## config.mk

```make
export PLATFORM = sky130hd
export DESIGN_NAME = loop_panel
export DESIGN_NICKNAME = d
export VERILOG_FILES = /design/src/common/panel_pkg.sv /design/src/common/panel_if.sv /design/src/rtl/loop_panel.sv /design/src/rtl/panel_button_sync.sv
export SDC_FILE = /design/constraint.sdc
export NUM_CORES = 1
export LEC_CHECK = 0
export ABC_AREA = 1
export ABC_CLOCK_PERIOD_IN_PS = 8100
export BUFFER_PORTS_ARGS = -buffer_cell sky130_fd_sc_hd__buf_2
export CORE_ASPECT_RATIO = 1.1
export CORE_MARGIN = 3
export CORE_UTILIZATION = 60
export DETAILED_ROUTE_END_ITERATION = 10
export HOLD_SLACK_MARGIN = 0.15
export PLACE_DENSITY = 0.79
export RECOVER_POWER = 100
export SYNTH_ARGS = -nofsm -noshare
export SYNTH_HDL_FRONTEND = slang
export SYNTH_SLANG_ARGS = --single-unit
```

## constraint.sdc

```tcl
create_clock -name i_clk -period 8.1 [get_ports i_clk]
set_clock_uncertainty 0.2 [all_clocks]
set_input_delay 1.215 -clock i_clk [delete_from_list [all_inputs] [get_ports i_clk]]
set_output_delay 1.215 -clock i_clk [all_outputs]
set_load 0.05 [all_outputs]
```

## src/common/panel_pkg.sv

```systemverilog
// Constants, display characters and helper functions for the front panel control.
// Assumes a 50 MHz system clock and the panel logic in rtl/.
package panel_pkg;

	// ************************************************************
	// Sizes and reset values
	// ************************************************************
	localparam int          CHANNELS        = 4;
	localparam int          CH_W            = 2;
	localparam logic [3:0]  SENSITIVITY_STEP_BUTTONS_MIN        = 4'h1;
	localparam logic [3:0]  SENSITIVITY_STEP_BUTTONS_MAX        = 4'h9;
	localparam logic [3:0]  SENSITIVITY_STEP_BUTTONS_DEFAULT    = 4'h6;
	localparam logic [1:0]  FREQUENCY_SELECT_BUTTON_LVL_DEFAULT = 2'h0;
	localparam logic [1:0]  MODE_DEFAULT    = 2'h0;
	localparam int          DELTA_W         = 16;
	localparam int          FREQUENCY_SELECT_BUTTON_W          = 8;
	localparam int          THR_W           = 9;
	localparam int          TIMER_W         = 28;
	localparam logic [2:0]  SEQ_LAST        = 3'h5;

	// ************************************************************
	// Timing
	// ************************************************************
	localparam int CLK_HZ            = 50_000_000;
	localparam int SENSITIVITY_STEP_BUTTONS_SHOW_S       = 3;
	localparam int CHAR_SHOW_MS      = 750;
	localparam int SENSITIVITY_STEP_BUTTONS_SHOW_CYCLES  = SENSITIVITY_STEP_BUTTONS_SHOW_S * CLK_HZ;
	localparam int CHAR_SHOW_CYCLES  = CHAR_SHOW_MS * (CLK_HZ / 1000);

	// ************************************************************
	// Display characters: 0..9 are digits
	// ************************************************************
	localparam logic [4:0] CHAR_DASH  = 5'h10;
	localparam logic [4:0] CHAR_BLANK = 5'h11;

	typedef enum logic [1:0] {DISP_STRENGTH, DISP_SENSITIVITY_STEP_BUTTONS, DISP_FREQUENCY_SELECT_BUTTON} disp_type;

	// Segments g..a, active high
	function automatic logic [6:0] seg_of(input logic [4:0] c);
		case (c)
			5'h00: seg_of = 7'h3f;
			5'h01: seg_of = 7'h06;
			5'h02: seg_of = 7'h5b;
			5'h03: seg_of = 7'h4f;
			5'h04: seg_of = 7'h66;
			5'h05: seg_of = 7'h6d;
			5'h06: seg_of = 7'h7d;
			5'h07: seg_of = 7'h07;
			5'h08: seg_of = 7'h7f;
			5'h09: seg_of = 7'h6f;
			5'h10: seg_of = 7'h40;
			default: seg_of = 7'h00;
		endcase
	endfunction

	// Threshold in 0.01 percent units, doubling per step down
	function automatic logic [8:0] threshold(input logic [3:0] lvl);
		threshold = 9'h001 << (4'h9 - lvl);
	endfunction

endpackage

```

## src/common/panel_if.sv

```systemverilog
// Press events passed from the button synchroniser to the panel control.
// Each signal is a one-cycle pulse on the system clock.
`timescale 1ns/1ps
interface panel_if;
	logic sensitivity_step_buttons_up;
	logic sensitivity_step_buttons_down;
	logic frequency_select_button_sel;
	logic mode_sel;

	modport src
	(
		output sensitivity_step_buttons_up,
		output sensitivity_step_buttons_down,
		output frequency_select_button_sel,
		output mode_sel
	);
	modport dst
	(
		input sensitivity_step_buttons_up,
		input sensitivity_step_buttons_down,
		input frequency_select_button_sel,
		input mode_sel
	);
endinterface

```

## src/rtl/loop_panel.sv

```systemverilog
// Front panel control of a four-channel loop detector: settings, buttons, display.
// Assumes detect state, inductance change and loop frequency arrive on this clock.
`timescale 1ns/1ps

// Operation
// [RL1] Each channel keeps its own sensitivity, mode and frequency level, set from the buttons.
// [RL2] Sensitivity has nine levels 1 to 9, with 9 the most sensitive.
// [RL3] After reset every channel's sensitivity is 6.
// [RL4] A first sensitivity press shows the current level for 3 seconds without changing it.
// [RL5] A further press within those 3 seconds steps the level and shows it for 3 more seconds.
// [RL6] Level 9 detects a 0.01 percent change and the threshold doubles per step down to 2.56 percent.
// [RL7] While the channel detects, the display shows the call strength; a frequency press still switches to the frequency display.
// [RL8] With no vehicle the call strength shown is zero.
// [RL9] While a vehicle is detected each press steps the level by one and strength is recomputed at once; presses during the frequency display are ignored.
// [RL10] The frequency button chooses one of four frequency levels per channel.
// [RL11] A frequency press shows the frequency level and then the measured loop frequency.
// [RL12] The frequency is shown in kilohertz with a dash before and after the digits.
// [RL13] The sequence is level digit, dash, each kilohertz digit, closing dash, one at a time.
// [RL14] Stepping saturates at levels 9 and 1.
// [RL15] When the level display times out the display returns to call strength.
module loop_panel
#(
	parameter int unsigned SENSITIVITY_STEP_BUTTONS_SHOW_CYCLES = panel_pkg::SENSITIVITY_STEP_BUTTONS_SHOW_CYCLES,
	parameter int unsigned CHAR_SHOW_CYCLES = panel_pkg::CHAR_SHOW_CYCLES
)
(
	// Clock and reset
	input  wire logic                         i_clk,
	input  wire logic                         i_rst_b,
	// Front panel buttons, raw pins
	input  wire logic [1:0]                   i_sensitivity_step_buttons,
	input  wire logic                         i_frequency_select_button,
	input  wire logic                         i_mode_button,
	input  wire logic [panel_pkg::CH_W-1:0]   i_channel_select,
	// Measurement side: detect state of all four channels, selected channel values for the rest
	input  wire logic [3:0]                   i_vehicle_detect,
	input  wire logic [panel_pkg::DELTA_W-1:0] i_inductance_delta,
	input  wire logic [panel_pkg::FREQUENCY_SELECT_BUTTON_W-1:0] i_loop_frequency_select_button_khz,
	// Display and indicators
	output logic [6:0]                        o_segments,
	output logic [3:0]                        o_vehicle_detect_indicator,
	output logic [3:0]                        o_sensitivity_level,
	output logic [1:0]                        o_frequency_level,
	output logic [1:0]                        o_channel_mode,
	output logic [panel_pkg::THR_W-1:0]       o_detect_threshold,
	output logic [3:0]                        o_call_strength
);

	// ************************************************************
	// State
	// ************************************************************
	typedef struct packed
	{
		panel_pkg::disp_type                disp;
		logic [3:0][3:0]                    sensitivity_step_buttons;
		logic [3:0][1:0]                    flvl;
		logic [3:0][1:0]                    mode;
		logic [panel_pkg::TIMER_W-1:0]      timer;
		logic [2:0]                         seq;
		logic [6:0]                         seg;
		logic [3:0]                         vehicle_detect_indicator;
		logic [3:0]                         sensitivity_step_buttons_o;
		logic [1:0]                         flvl_o;
		logic [1:0]                         mode_o;
		logic [panel_pkg::THR_W-1:0]        thr_o;
		logic [3:0]                         str_o;
	} state_type;

	localparam state_type RESET_STATE = '{
		disp:   panel_pkg::DISP_STRENGTH,
		sensitivity_step_buttons:   {4{panel_pkg::SENSITIVITY_STEP_BUTTONS_DEFAULT}},
		flvl:   {4{panel_pkg::FREQUENCY_SELECT_BUTTON_LVL_DEFAULT}},
		mode:   {4{panel_pkg::MODE_DEFAULT}},
		timer:  '0,
		seq:    3'h0,
		seg:    7'h3f,
		vehicle_detect_indicator:    4'h0,
		sensitivity_step_buttons_o: panel_pkg::SENSITIVITY_STEP_BUTTONS_DEFAULT,
		flvl_o: panel_pkg::FREQUENCY_SELECT_BUTTON_LVL_DEFAULT,
		mode_o: panel_pkg::MODE_DEFAULT,
		thr_o:  9'h008,
		str_o:  4'h0
	};

	localparam logic [panel_pkg::TIMER_W-1:0] SENSITIVITY_STEP_BUTTONS_LOAD = panel_pkg::TIMER_W'(SENSITIVITY_STEP_BUTTONS_SHOW_CYCLES);
	localparam logic [panel_pkg::TIMER_W-1:0] CHAR_LOAD = panel_pkg::TIMER_W'(CHAR_SHOW_CYCLES);

	// ************************************************************
	// Helpers
	// ************************************************************
	// Doublings of the change above the threshold, plus one
	function automatic logic [3:0] call_strength(input logic vehicle_detect_indicator, input logic [15:0] delta,
		input logic [3:0] lvl);
		logic [16:0] thr;
		call_strength = 4'h0;
		thr = {8'h00, panel_pkg::threshold(lvl)};
		if (vehicle_detect_indicator)
		begin
			for (int k = 0; k < 9; k++)
			begin
				if ({1'b0, delta} >= (thr << k))
				begin
					call_strength = 4'(k + 1);
				end
			end
		end
	endfunction

	function automatic logic [3:0] step_level(input logic [3:0] lvl, input logic up, input logic dn);
		step_level = lvl;
		if (up && !dn && lvl != panel_pkg::SENSITIVITY_STEP_BUTTONS_MAX)
		begin
			step_level = lvl + 4'h1;
		end
		else if (dn && !up && lvl != panel_pkg::SENSITIVITY_STEP_BUTTONS_MIN)
		begin
			step_level = lvl - 4'h1;
		end
	endfunction

	function automatic logic [4:0] frequency_select_button_char(input logic [2:0] idx, input logic [1:0] lvl,
		input logic [7:0] f);
		case (idx)
			3'h0: frequency_select_button_char = {3'h0, lvl} + 5'h01;
			3'h2: frequency_select_button_char = 5'(f / 8'd100);
			3'h3: frequency_select_button_char = 5'((f / 8'd10) % 8'd10);
			3'h4: frequency_select_button_char = 5'(f % 8'd10);
			default: frequency_select_button_char = panel_pkg::CHAR_DASH;
		endcase
	endfunction

	// ************************************************************
	// Buttons
	// ************************************************************
	panel_if btn ();

	panel_button_sync u_sync
	(
		.i_clk     (i_clk),
		.i_rst_b   (i_rst_b),
		.i_buttons ({i_mode_button, i_frequency_select_button, i_sensitivity_step_buttons}),
		.evt       (btn.src)
	);

	// ************************************************************
	// Next state
	// ************************************************************
	state_type q;
	state_type d;

	always_comb
	begin
		logic [1:0]  ch;
		logic        press;
		logic        expire;
		logic [4:0]  chr;
		logic [3:0]  str;
		logic [2:0]  nxt;
		ch     = i_channel_select;
		d      = q;
		press  = btn.sensitivity_step_buttons_up | btn.sensitivity_step_buttons_down;
		expire = (q.timer == 28'h0000001);
		chr    = panel_pkg::CHAR_BLANK;
		str    = 4'h0;
		nxt    = q.seq + 3'h1;
		if (q.timer != '0)
		begin
			d.timer = q.timer - 28'h0000001;
		end
		case (q.disp)
			panel_pkg::DISP_STRENGTH:
			begin
				if (press && i_vehicle_detect[ch])
				begin
					d.sensitivity_step_buttons[ch] = step_level(q.sensitivity_step_buttons[ch], btn.sensitivity_step_buttons_up, btn.sensitivity_step_buttons_down); // RL9 RL14
				end
				else if (press)
				begin
					d.disp  = panel_pkg::DISP_SENSITIVITY_STEP_BUTTONS; // RL4
					d.timer = SENSITIVITY_STEP_BUTTONS_LOAD;
				end
				else if (btn.frequency_select_button_sel)
				begin
					d.disp  = panel_pkg::DISP_FREQUENCY_SELECT_BUTTON; // RL11
					d.seq   = 3'h0;
					d.timer = CHAR_LOAD;
				end
			end
			panel_pkg::DISP_SENSITIVITY_STEP_BUTTONS:
			begin
				if (press)
				begin
					d.sensitivity_step_buttons[ch] = step_level(q.sensitivity_step_buttons[ch], btn.sensitivity_step_buttons_up, btn.sensitivity_step_buttons_down); // RL5 RL14
					d.timer    = SENSITIVITY_STEP_BUTTONS_LOAD;
				end
				else if (btn.frequency_select_button_sel)
				begin
					d.disp  = panel_pkg::DISP_FREQUENCY_SELECT_BUTTON;
					d.seq   = 3'h0;
					d.timer = CHAR_LOAD;
				end
				else if (expire)
				begin
					d.disp = panel_pkg::DISP_STRENGTH; // RL15
				end
			end
			default:
			begin
				if (btn.frequency_select_button_sel)
				begin
					d.flvl[ch] = q.flvl[ch] + 2'h1; // RL10
					d.seq      = 3'h0;
					d.timer    = CHAR_LOAD;
				end
				else if (expire && q.seq == panel_pkg::SEQ_LAST)
				begin
					d.disp = panel_pkg::DISP_STRENGTH;
				end
				else if (expire)
				begin
					// Leading zero digits are skipped
					if (nxt == 3'h2 && i_loop_frequency_select_button_khz < 8'd100)
					begin
						nxt = 3'h3;
					end
					if (nxt == 3'h3 && i_loop_frequency_select_button_khz < 8'd10)
					begin
						nxt = 3'h4;
					end
					d.seq   = nxt; // RL13
					d.timer = CHAR_LOAD;
				end
			end
		endcase
		if (btn.mode_sel)
		begin
			d.mode[ch] = q.mode[ch] + 2'h1; // RL1
		end
		// Strength from the new level so a step shows next cycle
		str = call_strength(i_vehicle_detect[ch], i_inductance_delta, d.sensitivity_step_buttons[ch]); // RL7 RL8 RL9
		case (d.disp)
			panel_pkg::DISP_STRENGTH: chr = {1'b0, str};
			panel_pkg::DISP_SENSITIVITY_STEP_BUTTONS:     chr = {1'b0, d.sensitivity_step_buttons[ch]}; // RL2
			default:                  chr = frequency_select_button_char(d.seq, d.flvl[ch], i_loop_frequency_select_button_khz); // RL12
		endcase
		d.seg    = panel_pkg::seg_of(chr);
		d.vehicle_detect_indicator    = i_vehicle_detect;
		d.sensitivity_step_buttons_o = d.sensitivity_step_buttons[ch];
		d.flvl_o = d.flvl[ch];
		d.mode_o = d.mode[ch];
		d.thr_o  = panel_pkg::threshold(d.sensitivity_step_buttons[ch]); // RL6
		d.str_o  = str;
	end

	always_ff @(posedge i_clk)
	begin
		if (!i_rst_b)
		begin
			q <= RESET_STATE; // RL3
		end
		else
		begin
			q <= d;
		end
	end

	// ************************************************************
	// Outputs
	// ************************************************************
	assign o_segments                 = q.seg;
	assign o_vehicle_detect_indicator = q.vehicle_detect_indicator;
	assign o_sensitivity_level        = q.sensitivity_step_buttons_o;
	assign o_frequency_level          = q.flvl_o;
	assign o_channel_mode             = q.mode_o;
	assign o_detect_threshold         = q.thr_o;
	assign o_call_strength            = q.str_o;

endmodule

```

## src/rtl/panel_button_sync.sv

```systemverilog
// Three-stage synchroniser and press detector for the four panel buttons.
// Assumes buttons are active high and already debounced mechanically.
`timescale 1ns/1ps
module panel_button_sync
(
	// Clock and reset
	input  wire logic       i_clk,
	input  wire logic       i_rst_b,
	// Raw buttons: up, down, frequency, mode
	input  wire logic [3:0] i_buttons,
	// Press events
	panel_if.src            evt
);

	typedef struct packed
	{
		logic [3:0] s1;
		logic [3:0] s2;
		logic [3:0] s3;
		logic [3:0] stable;
		logic [3:0] press;
	} sync_type;

	sync_type q;
	sync_type d;

	always_comb
	begin
		d       = q;
		d.s1    = i_buttons;
		d.s2    = q.s1;
		d.s3    = q.s2;
		// Only agreed levels count, first stage never looked at
		for (int i = 0; i < 4; i++)
		begin
			if (q.s2[i] == q.s3[i])
			begin
				d.stable[i] = q.s3[i];
			end
		end
		d.press = d.stable & ~q.stable;
	end

	always_ff @(posedge i_clk)
	begin
		if (!i_rst_b)
		begin
			q <= '0;
		end
		else
		begin
			q <= d;
		end
	end

	assign evt.sensitivity_step_buttons_up   = q.press[0];
	assign evt.sensitivity_step_buttons_down = q.press[1];
	assign evt.frequency_select_button_sel  = q.press[2];
	assign evt.mode_sel  = q.press[3];

endmodule

```

## After elaboration in Yosys (flattened, before gate mapping)

Memory sizes are Yosys's and may differ from the RTL's. A register that Yosys moved wholly into a read port is not among the register bits.
Index checks and enable logic that the tools add are counted.

- $add $sub $neg: 8
- Divide/modulo/power cells: 4
- Magnitude comparators: 13
- Equal/unequal tests: 15
- Shifts and indexed selects: 1
- Muxes and demuxes: 74
- Bitwise logic cells: 3
- Reductions and logical operators: 17

Operators by type and width:

| operator | count |
|---|---|
| two-way mux 31 bit | 5 |
| two-way mux 4 bit | 18 |
| one-hot mux 31 bit (2 select lines) | 1 |
| two-way mux 28 bit | 2 |
| bitwise mux 16 bit | 2 |
| two-way mux 16 bit | 2 |
| one-hot mux 16 bit (2 select lines) | 1 |
| == test 28 x 1 -> 1 bit (second input constant) | 1 |
| nonzero test 28 bit | 1 |
| subtractor 28 x 1 -> 28 bit (second input constant) | 1 |
| two-way mux 2 bit | 13 |
| two-way mux 8 bit | 3 |
| two-way mux 3 bit | 7 |
| one-hot mux 5 bit (4 select lines) | 1 |
| greater-or-equal comparator 16 x 17 -> 1 bit | 1 |
| binary-select mux 2 bit (select 2 bit) | 4 |
| binary-select mux 4 bit (select 2 bit) | 2 |
| bitwise mux 8 bit | 2 |
| greater-or-equal comparator 16 x 10 -> 1 bit | 1 |
| greater-or-equal comparator 16 x 11 -> 1 bit | 1 |
| greater-or-equal comparator 16 x 12 -> 1 bit | 1 |
| greater-or-equal comparator 16 x 13 -> 1 bit | 1 |
| greater-or-equal comparator 16 x 14 -> 1 bit | 1 |
| greater-or-equal comparator 16 x 15 -> 1 bit | 1 |
| other kinds (36) | 62 |

- Flip-flop bits (word level): 110
- Memory bits (read-only): 224
- Output and inout bits: 32
- Word-level logic and storage cells: 162
- Memories: 1

Memory list:

| memory | words | width | read ports | clocked after Yosys merged registers in | wr ports | RTL line | text |
|---|---|---|---|---|---|---|---|
| (no name shown) | 32 | 7 | 1 | 1 | 0 | panel_pkg.sv:40 | `case (c)` |

## Longest topological paths before layout

- Depth in word-level cells: 27
- Mapped depth: 56
- Gate-level depth less buffers: 55

## Hierarchy

From an unflattened synthesis, not the netlist that was laid out.

- Cell total of the unflattened synthesis: 1,430
- Area total of the unflattened synthesis: 9,540.4 um^2

Modules (own cells, without submodules):

| module | times used | cells each | area each (um^2) | sequential area each (um^2) |
|---|---|---|---|---|
| loop_panel | 1 | 1,364 | 8,929.8 | 1,941.9 |
| panel_button_sync | 1 | 66 | 610.6 | 400.4 |

## Worst setup path after synthesis

Ideal clock, no wire load.

- Kind: input to register
- Start point: input port i_channel_select[1] (netlist name)
- End point: register, netlist name o_segments[5]
- Setup time: 0.123 ns
- Arrival time: 6.911 ns
- Setup slack: 0.866 ns
- Cell stages on the path: 49
- Buffers on the path: 1
- Cell sequence: inv_1 nand2_2 buf_2 o22ai_1 a21oi_1 o21a_1 ha_1 nand3_1 nand3_2 nand2_1 o21ai_0 nand2_1 nand2_1 o21ai_0 o22ai_1 a21oi_1 nor2_1 nor3_4 [... 13 more ...] o21a_1 o21a_1 o21ai_0 nand2_1 a21oi_1 a21boi_0 nand3_1 o21ai_0 inv_1 nand2_2 inv_2 ha_1 inv_1 nand3_1 nand3_1 nand2_1 nand2_1 nand2_1

RTL lines:

| what | RTL line | text |
|---|---|---|
| start: declaration | loop_panel.sv:34 | `input wire logic [panel_pkg::CH_W-1:0] i_channel_select,` |

## Worst setup path after layout

- Start point: input port i_channel_select[1] (netlist name)
- End point: register, netlist name o_segments[5]

- Longest elaborated chain between the ends: 27
- Elaborated cells on any way between the ends: 73

Ends and longest elaborated chain:

| what | RTL line | text |
|---|---|---|
| branches (longest 26 deep; another with subtractor 4 x 1 -> 4 bit) | n/a |  |
| one-hot mux 5 bit (2 select lines) (*) | loop_panel.sv:241 | `case (d.disp)` |

Every way passes the cells marked *. The select of a mux whose other input is x is not followed.
A chain may end at the register's enable or synchronous reset.

==> flow_results.xml <==
<?xml version="1.0" encoding="UTF-8"?>
<metrics>
  <group name="status">
    <metric name="run_status" unit="">finished, violations left</metric>
    <metric name="violations_in_the_final_reports" unit="">capacitance limit, slew limit</metric>
  </group>
  <group name="route">
    <metric name="detail_route.wl_per_cell" unit="um">13.9</metric>
    <metric name="drc" unit="">0</metric>
    <metric name="first_pass_iters" unit="">5</metric>
    <metric name="totalWireLength" unit="um">22600</metric>
    <metric name="route.vias.total" unit="">8981</metric>
    <metric name="ant_nets" unit="">0</metric>
    <metric name="via_count_normalized_by_instance_count" unit="">5.55</metric>
    <metric name="first_iter_violations" unit="">793</metric>
  </group>
  <group name="hold_path">
    <metric name="launch_point_of_the_worst_hold_path" unit="">u_sync.d[13]</metric>
    <metric name="hold-path-endpoint" unit="">u_sync.d[9]</metric>
    <metric name="hold-path-cell-count" unit="">2</metric>
    <metric name="worstHoldPathType" unit="">reg -&gt; reg</metric>
  </group>
  <group name="floorplan">
    <metric name="initial_core_util" unit="%">61.7</metric>
    <metric name="floorplan.io_pins" unit="">68</metric>
    <metric name="rows" unit="">47</metric>
    <metric name="die_area" unit="sq um">17100</metric>
    <metric name="fp.dieW" unit="um">125</metric>
    <metric name="design.core.area" unit="sq um">15200</metric>
    <metric name="die_y" unit="um">137</metric>
  </group>
  <group name="timing">
    <metric name="rsz_0062_raised_after_global_routing" unit="">false</metric>
    <metric name="finalHoldViolCount" unit="">0</metric>
    <metric name="post-route-min-period" unit="ns">7.33</metric>
    <metric name="maxClockFrequency" unit="MHz">136</metric>
    <metric name="layout_worst_path_cycle_share" unit="%">90.5</metric>
    <metric name="setup_tns" unit="ns">0</metric>
    <metric name="relSlewSlack" unit="%">-15.7</metric>
    <metric name="slew_violations" unit="">40</metric>
    <metric name="number_of_setup_violations_in_the_final_report" unit="">0</metric>
    <metric name="worst_pin_slew" unit="ns">1.74</metric>
  </group>
  <group name="power_and_ir_drop">
    <metric name="power.leakage" unit="nW">5.03</metric>
    <metric name="vdd_drop_max" unit="mV">0.155</metric>
    <metric name="powerDensity" unit="nW/um^2">226</metric>
  </group>
  <group name="cts">
    <metric name="cts-htree-levels" unit="">4</metric>
    <metric name="cts-buffers-inserted" unit="">17</metric>
    <metric name="clock_sinks" unit="">117</metric>
    <metric name="clk_path_buf_depth" unit="">2</metric>
    <metric name="cts.reportedPaths.clkPinSlew" unit="ns">0.06</metric>
    <metric name="clk_root_buf" unit="">clkbuf_16</metric>
    <metric name="worst_skew_pair.late_latency" unit="ns">0.42</metric>
    <metric name="cts_tree" unit="">yes</metric>
  </group>
  <group name="worst_setup_path">
    <metric name="crit-reg2reg-launch" unit="">q[83]</metric>
    <metric name="cp_max_fo" unit="">14</metric>
    <metric name="setup.worst_path.start_class" unit="">input port</metric>
    <metric name="setup.worst_path.class" unit="">in -&gt; reg</metric>
    <metric name="worst_setup_path_end_kind" unit="">flip-flop</metric>
    <metric name="kind_of_cell_with_the_highest_combined_delay_on_the_critical_path" unit="">simple AND/OR/NAND/NOR gates</metric>
    <metric name="worst_path_most_repeated_cell" unit="">nand2_1</metric>
    <metric name="crit-reg2reg-capture" unit="">o_segments[5]</metric>
    <metric name="crit_slowest_cell" unit="">ha_1</metric>
    <metric name="cp.depth" unit="">42</metric>
    <metric name="max_stage_delay" unit="ns">0.47</metric>
    <metric name="crit_required" unit="ns">8.20</metric>
    <metric name="worstPathArrival" unit="ns">7.43</metric>
    <metric name="r2r_cells" unit="">41</metric>
    <metric name="r2r_slack" unit="ns">1.67</metric>
    <metric name="number_of_buffers_and_inverters_on_the_critical_path" unit="">11</metric>
  </group>
  <group name="placed_design">
    <metric name="dp_hpwl" unit="um">16600</metric>
    <metric name="place.detailed.instances" unit="">1585</metric>
    <metric name="io_buffer_count" unit="">67</metric>
    <metric name="gp_routability_congestion" unit="">0.901</metric>
  </group>
  <group name="cells_and_area">
    <metric name="ff_latch_area" unit="sq um">2340</metric>
    <metric name="multi_input_area" unit="sq um">5890</metric>
    <metric name="finalNonFillerCells" unit="">1618</metric>
    <metric name="finalNetCount" unit="">1543</metric>
    <metric name="nFillCells" unit="">1385</metric>
    <metric name="syn2layout_area_growth" unit="%">9.19</metric>
    <metric name="num_antenna_cells" unit="">0</metric>
    <metric name="drive_above_1_share" unit="%">13.5</metric>
  </group>
  <group name="global_route">
    <metric name="grt_antenna_before_repair" unit="">0</metric>
    <metric name="via_count_of_the_first_global_routing_pass" unit="">8420</metric>
    <metric name="groute.usage.overall" unit="%">26.7</metric>
    <metric name="grt_first_pass_wirelength" unit="um">38400</metric>
    <metric name="grt_max_degree" unit="">46</metric>
    <metric name="grt_remaining_overflow" unit="">0</metric>
  </group>
  <group name="synth">
    <metric name="yosysWarnings" unit="">0</metric>
    <metric name="post_synth.cell_area_avg" unit="sq um">6.83</metric>
    <metric name="netlist_area" unit="sq um">9360</metric>
    <metric name="count_of_flip_flops_with_a_built_in_enable_after_synthesis" unit="">0</metric>
    <metric name="synth_ff_type" unit="">dfxtp_1</metric>
    <metric name="synth_async_sr_flop_share" unit="%">0</metric>
    <metric name="netlist_instances" unit="">1370</metric>
    <metric name="synth.yosys.seq_area_share" unit="%">25.0</metric>
    <metric name="ys_seq_elements" unit="">117</metric>
    <metric name="yosysUniqueCellTypes" unit="">60</metric>
    <metric name="synth_nets" unit="">1504</metric>
  </group>
  <group name="flow_run">
    <metric name="maxCapViolations" unit="">1</metric>
  </group>
</metrics>
-- flip-flops by register name, summed over array words and instances, names as in the netlist --
| name | count |
|---|---|
| u_sync.evt.sensitivity_step_buttons_down | 1 |
| o_frequency_level | 2 |
| u_sync.q | 8 |
| o_detect_threshold | 9 |
| u_sync.evt.mode_sel | 1 |
| u_sync.evt.sensitivity_step_buttons_up | 1 |
| o_sensitivity_level | 4 |
| q | 65 |
| o_channel_mode | 2 |
| u_sync.evt.frequency_select_button_sel | 1 |
| o_vehicle_detect_indicator | 4 |
| u_sync.d | 8 |
| o_segments | 7 |
| o_call_strength | 4 |
-- cell families after synthesis --
group / after synthesis / share of synthesized area [%]
simple gates: 622 / 31.1
flops: 117 / 25.0
compound gates: 252 / 16.7
buf+inv: 260 / 12.1
fa+ha+maj: 98 / 13.1
xor+xnor: 21 / 1.97
-- worst min-delay path, stage by stage (launching register included) --
cell and delay [ns]:
dfxtp_1 0.30, nand2_1 0.05, inv_1 0.04
-- cell type report --
class	instances	share of cell area (%)
clock buffer	17	4.16
inverter	200	7.36
multi-input combinational	993	57.6
tap	196	2.40
clock inverter	15	1.75
timing repair buffer	80	3.77
sequential	117	22.9
-- synth_stat cells, types with 7 or more instances --
library cell / count / share of area (%)
a31oi_1: 11 / 0.74
nand3_2: 10 / 1.1
nor3_1: 17 / 0.91
inv_1: 174 / 7.0
o31ai_1: 7 / 0.56
dfxtp_1: 117 / 25
or2_2: 12 / 0.80
a21oi_1: 61 / 3.3
o21ai_0: 70 / 3.7
nor2_4: 11 / 1.3
nand4_1: 19 / 1.3
nand3_1: 76 / 4.1
buf_4: 33 / 2.6
o211ai_1: 16 / 1.3
inv_2: 23 / 0.92
nor2_2: 16 / 1.1
clkbuf_1: 18 / 0.72
o21a_1: 17 / 1.4
xor2_1: 16 / 1.5
nand2_2: 26 / 1.7
nor2_1: 141 / 5.7
o21ai_1: 8 / 0.43
nand2_1: 266 / 11
o22ai_1: 15 / 1.0
ha_1: 98 / 13
-- what timing repair did --
action | 4_1_cts | 5_1_grt
resized for setup | 0 | 2
setup endpoints to repair | 0 | 7
setup buffers | 0 | 1
hold buffers | 0 | 0
-- how the worst max path moves through the flow --
stage	start	to	slack, ns
floorplan	i_channel_select[1]	o_segments[5]	0.87
detailed placement	i_channel_select[1]	o_segments[5]	0.43
finish	i_channel_select[1]	o_segments[5]	0.77
global placement	i_channel_select[1]	o_segments[5]	0.61
CTS	i_channel_select[1]	o_segments[5]	0.82
global route	i_channel_select[1]	o_segments[6]	0.02
-- layout by cell type (no fill, tap or decap), drive strengths merged, types with 5 or more instances in the layout --
master    n
ha       98
xor2     16
a21boi    7
and2      6
a31oi    11
inv     199
nand3    86
a21oi    63
nand4    19
or2      13
nor4      5
buf      46
nor3     19
clkbuf   51
o211ai   16
o22ai    15
a22oi     5
nor2    169
o21a     17
nand2   298
o21ai    83
o31ai     7
clkinv    9
xnor2     5
dfxtp   117
-- power by group --
group,internal (mW),leakage (nW),switching [mW]
clock,0.485,0.286,0.292
sequential,0.642,0.952,0.0591
combinational,0.297,3.79,0.534
-- routing by layer --
metal	global-route usage, %	routed length [um]
met3	3.59	1230
met5	0	0
met2	46.2	10700
met4	10.1	532
met1	34.0	10100
-- metrics by stage --
stage	utilization, %	worst slack (ns)	hold WS (ns)	instance area, sq um	power [mW]
floorplan	-	0.866	0.190	9360	1.38
global placement	63.6	0.611	0.203	9650	1.52
detailed placement	63.6	0.426	0.208	9650	1.54
CTS	67.6	0.819	0.222	10300	2.32
global route	67.3	0.0229	0.248	10200	2.46
finish	67.3	0.769	0.217	10200	2.31
Note: power is estimated with default switching activity, not from simulation.
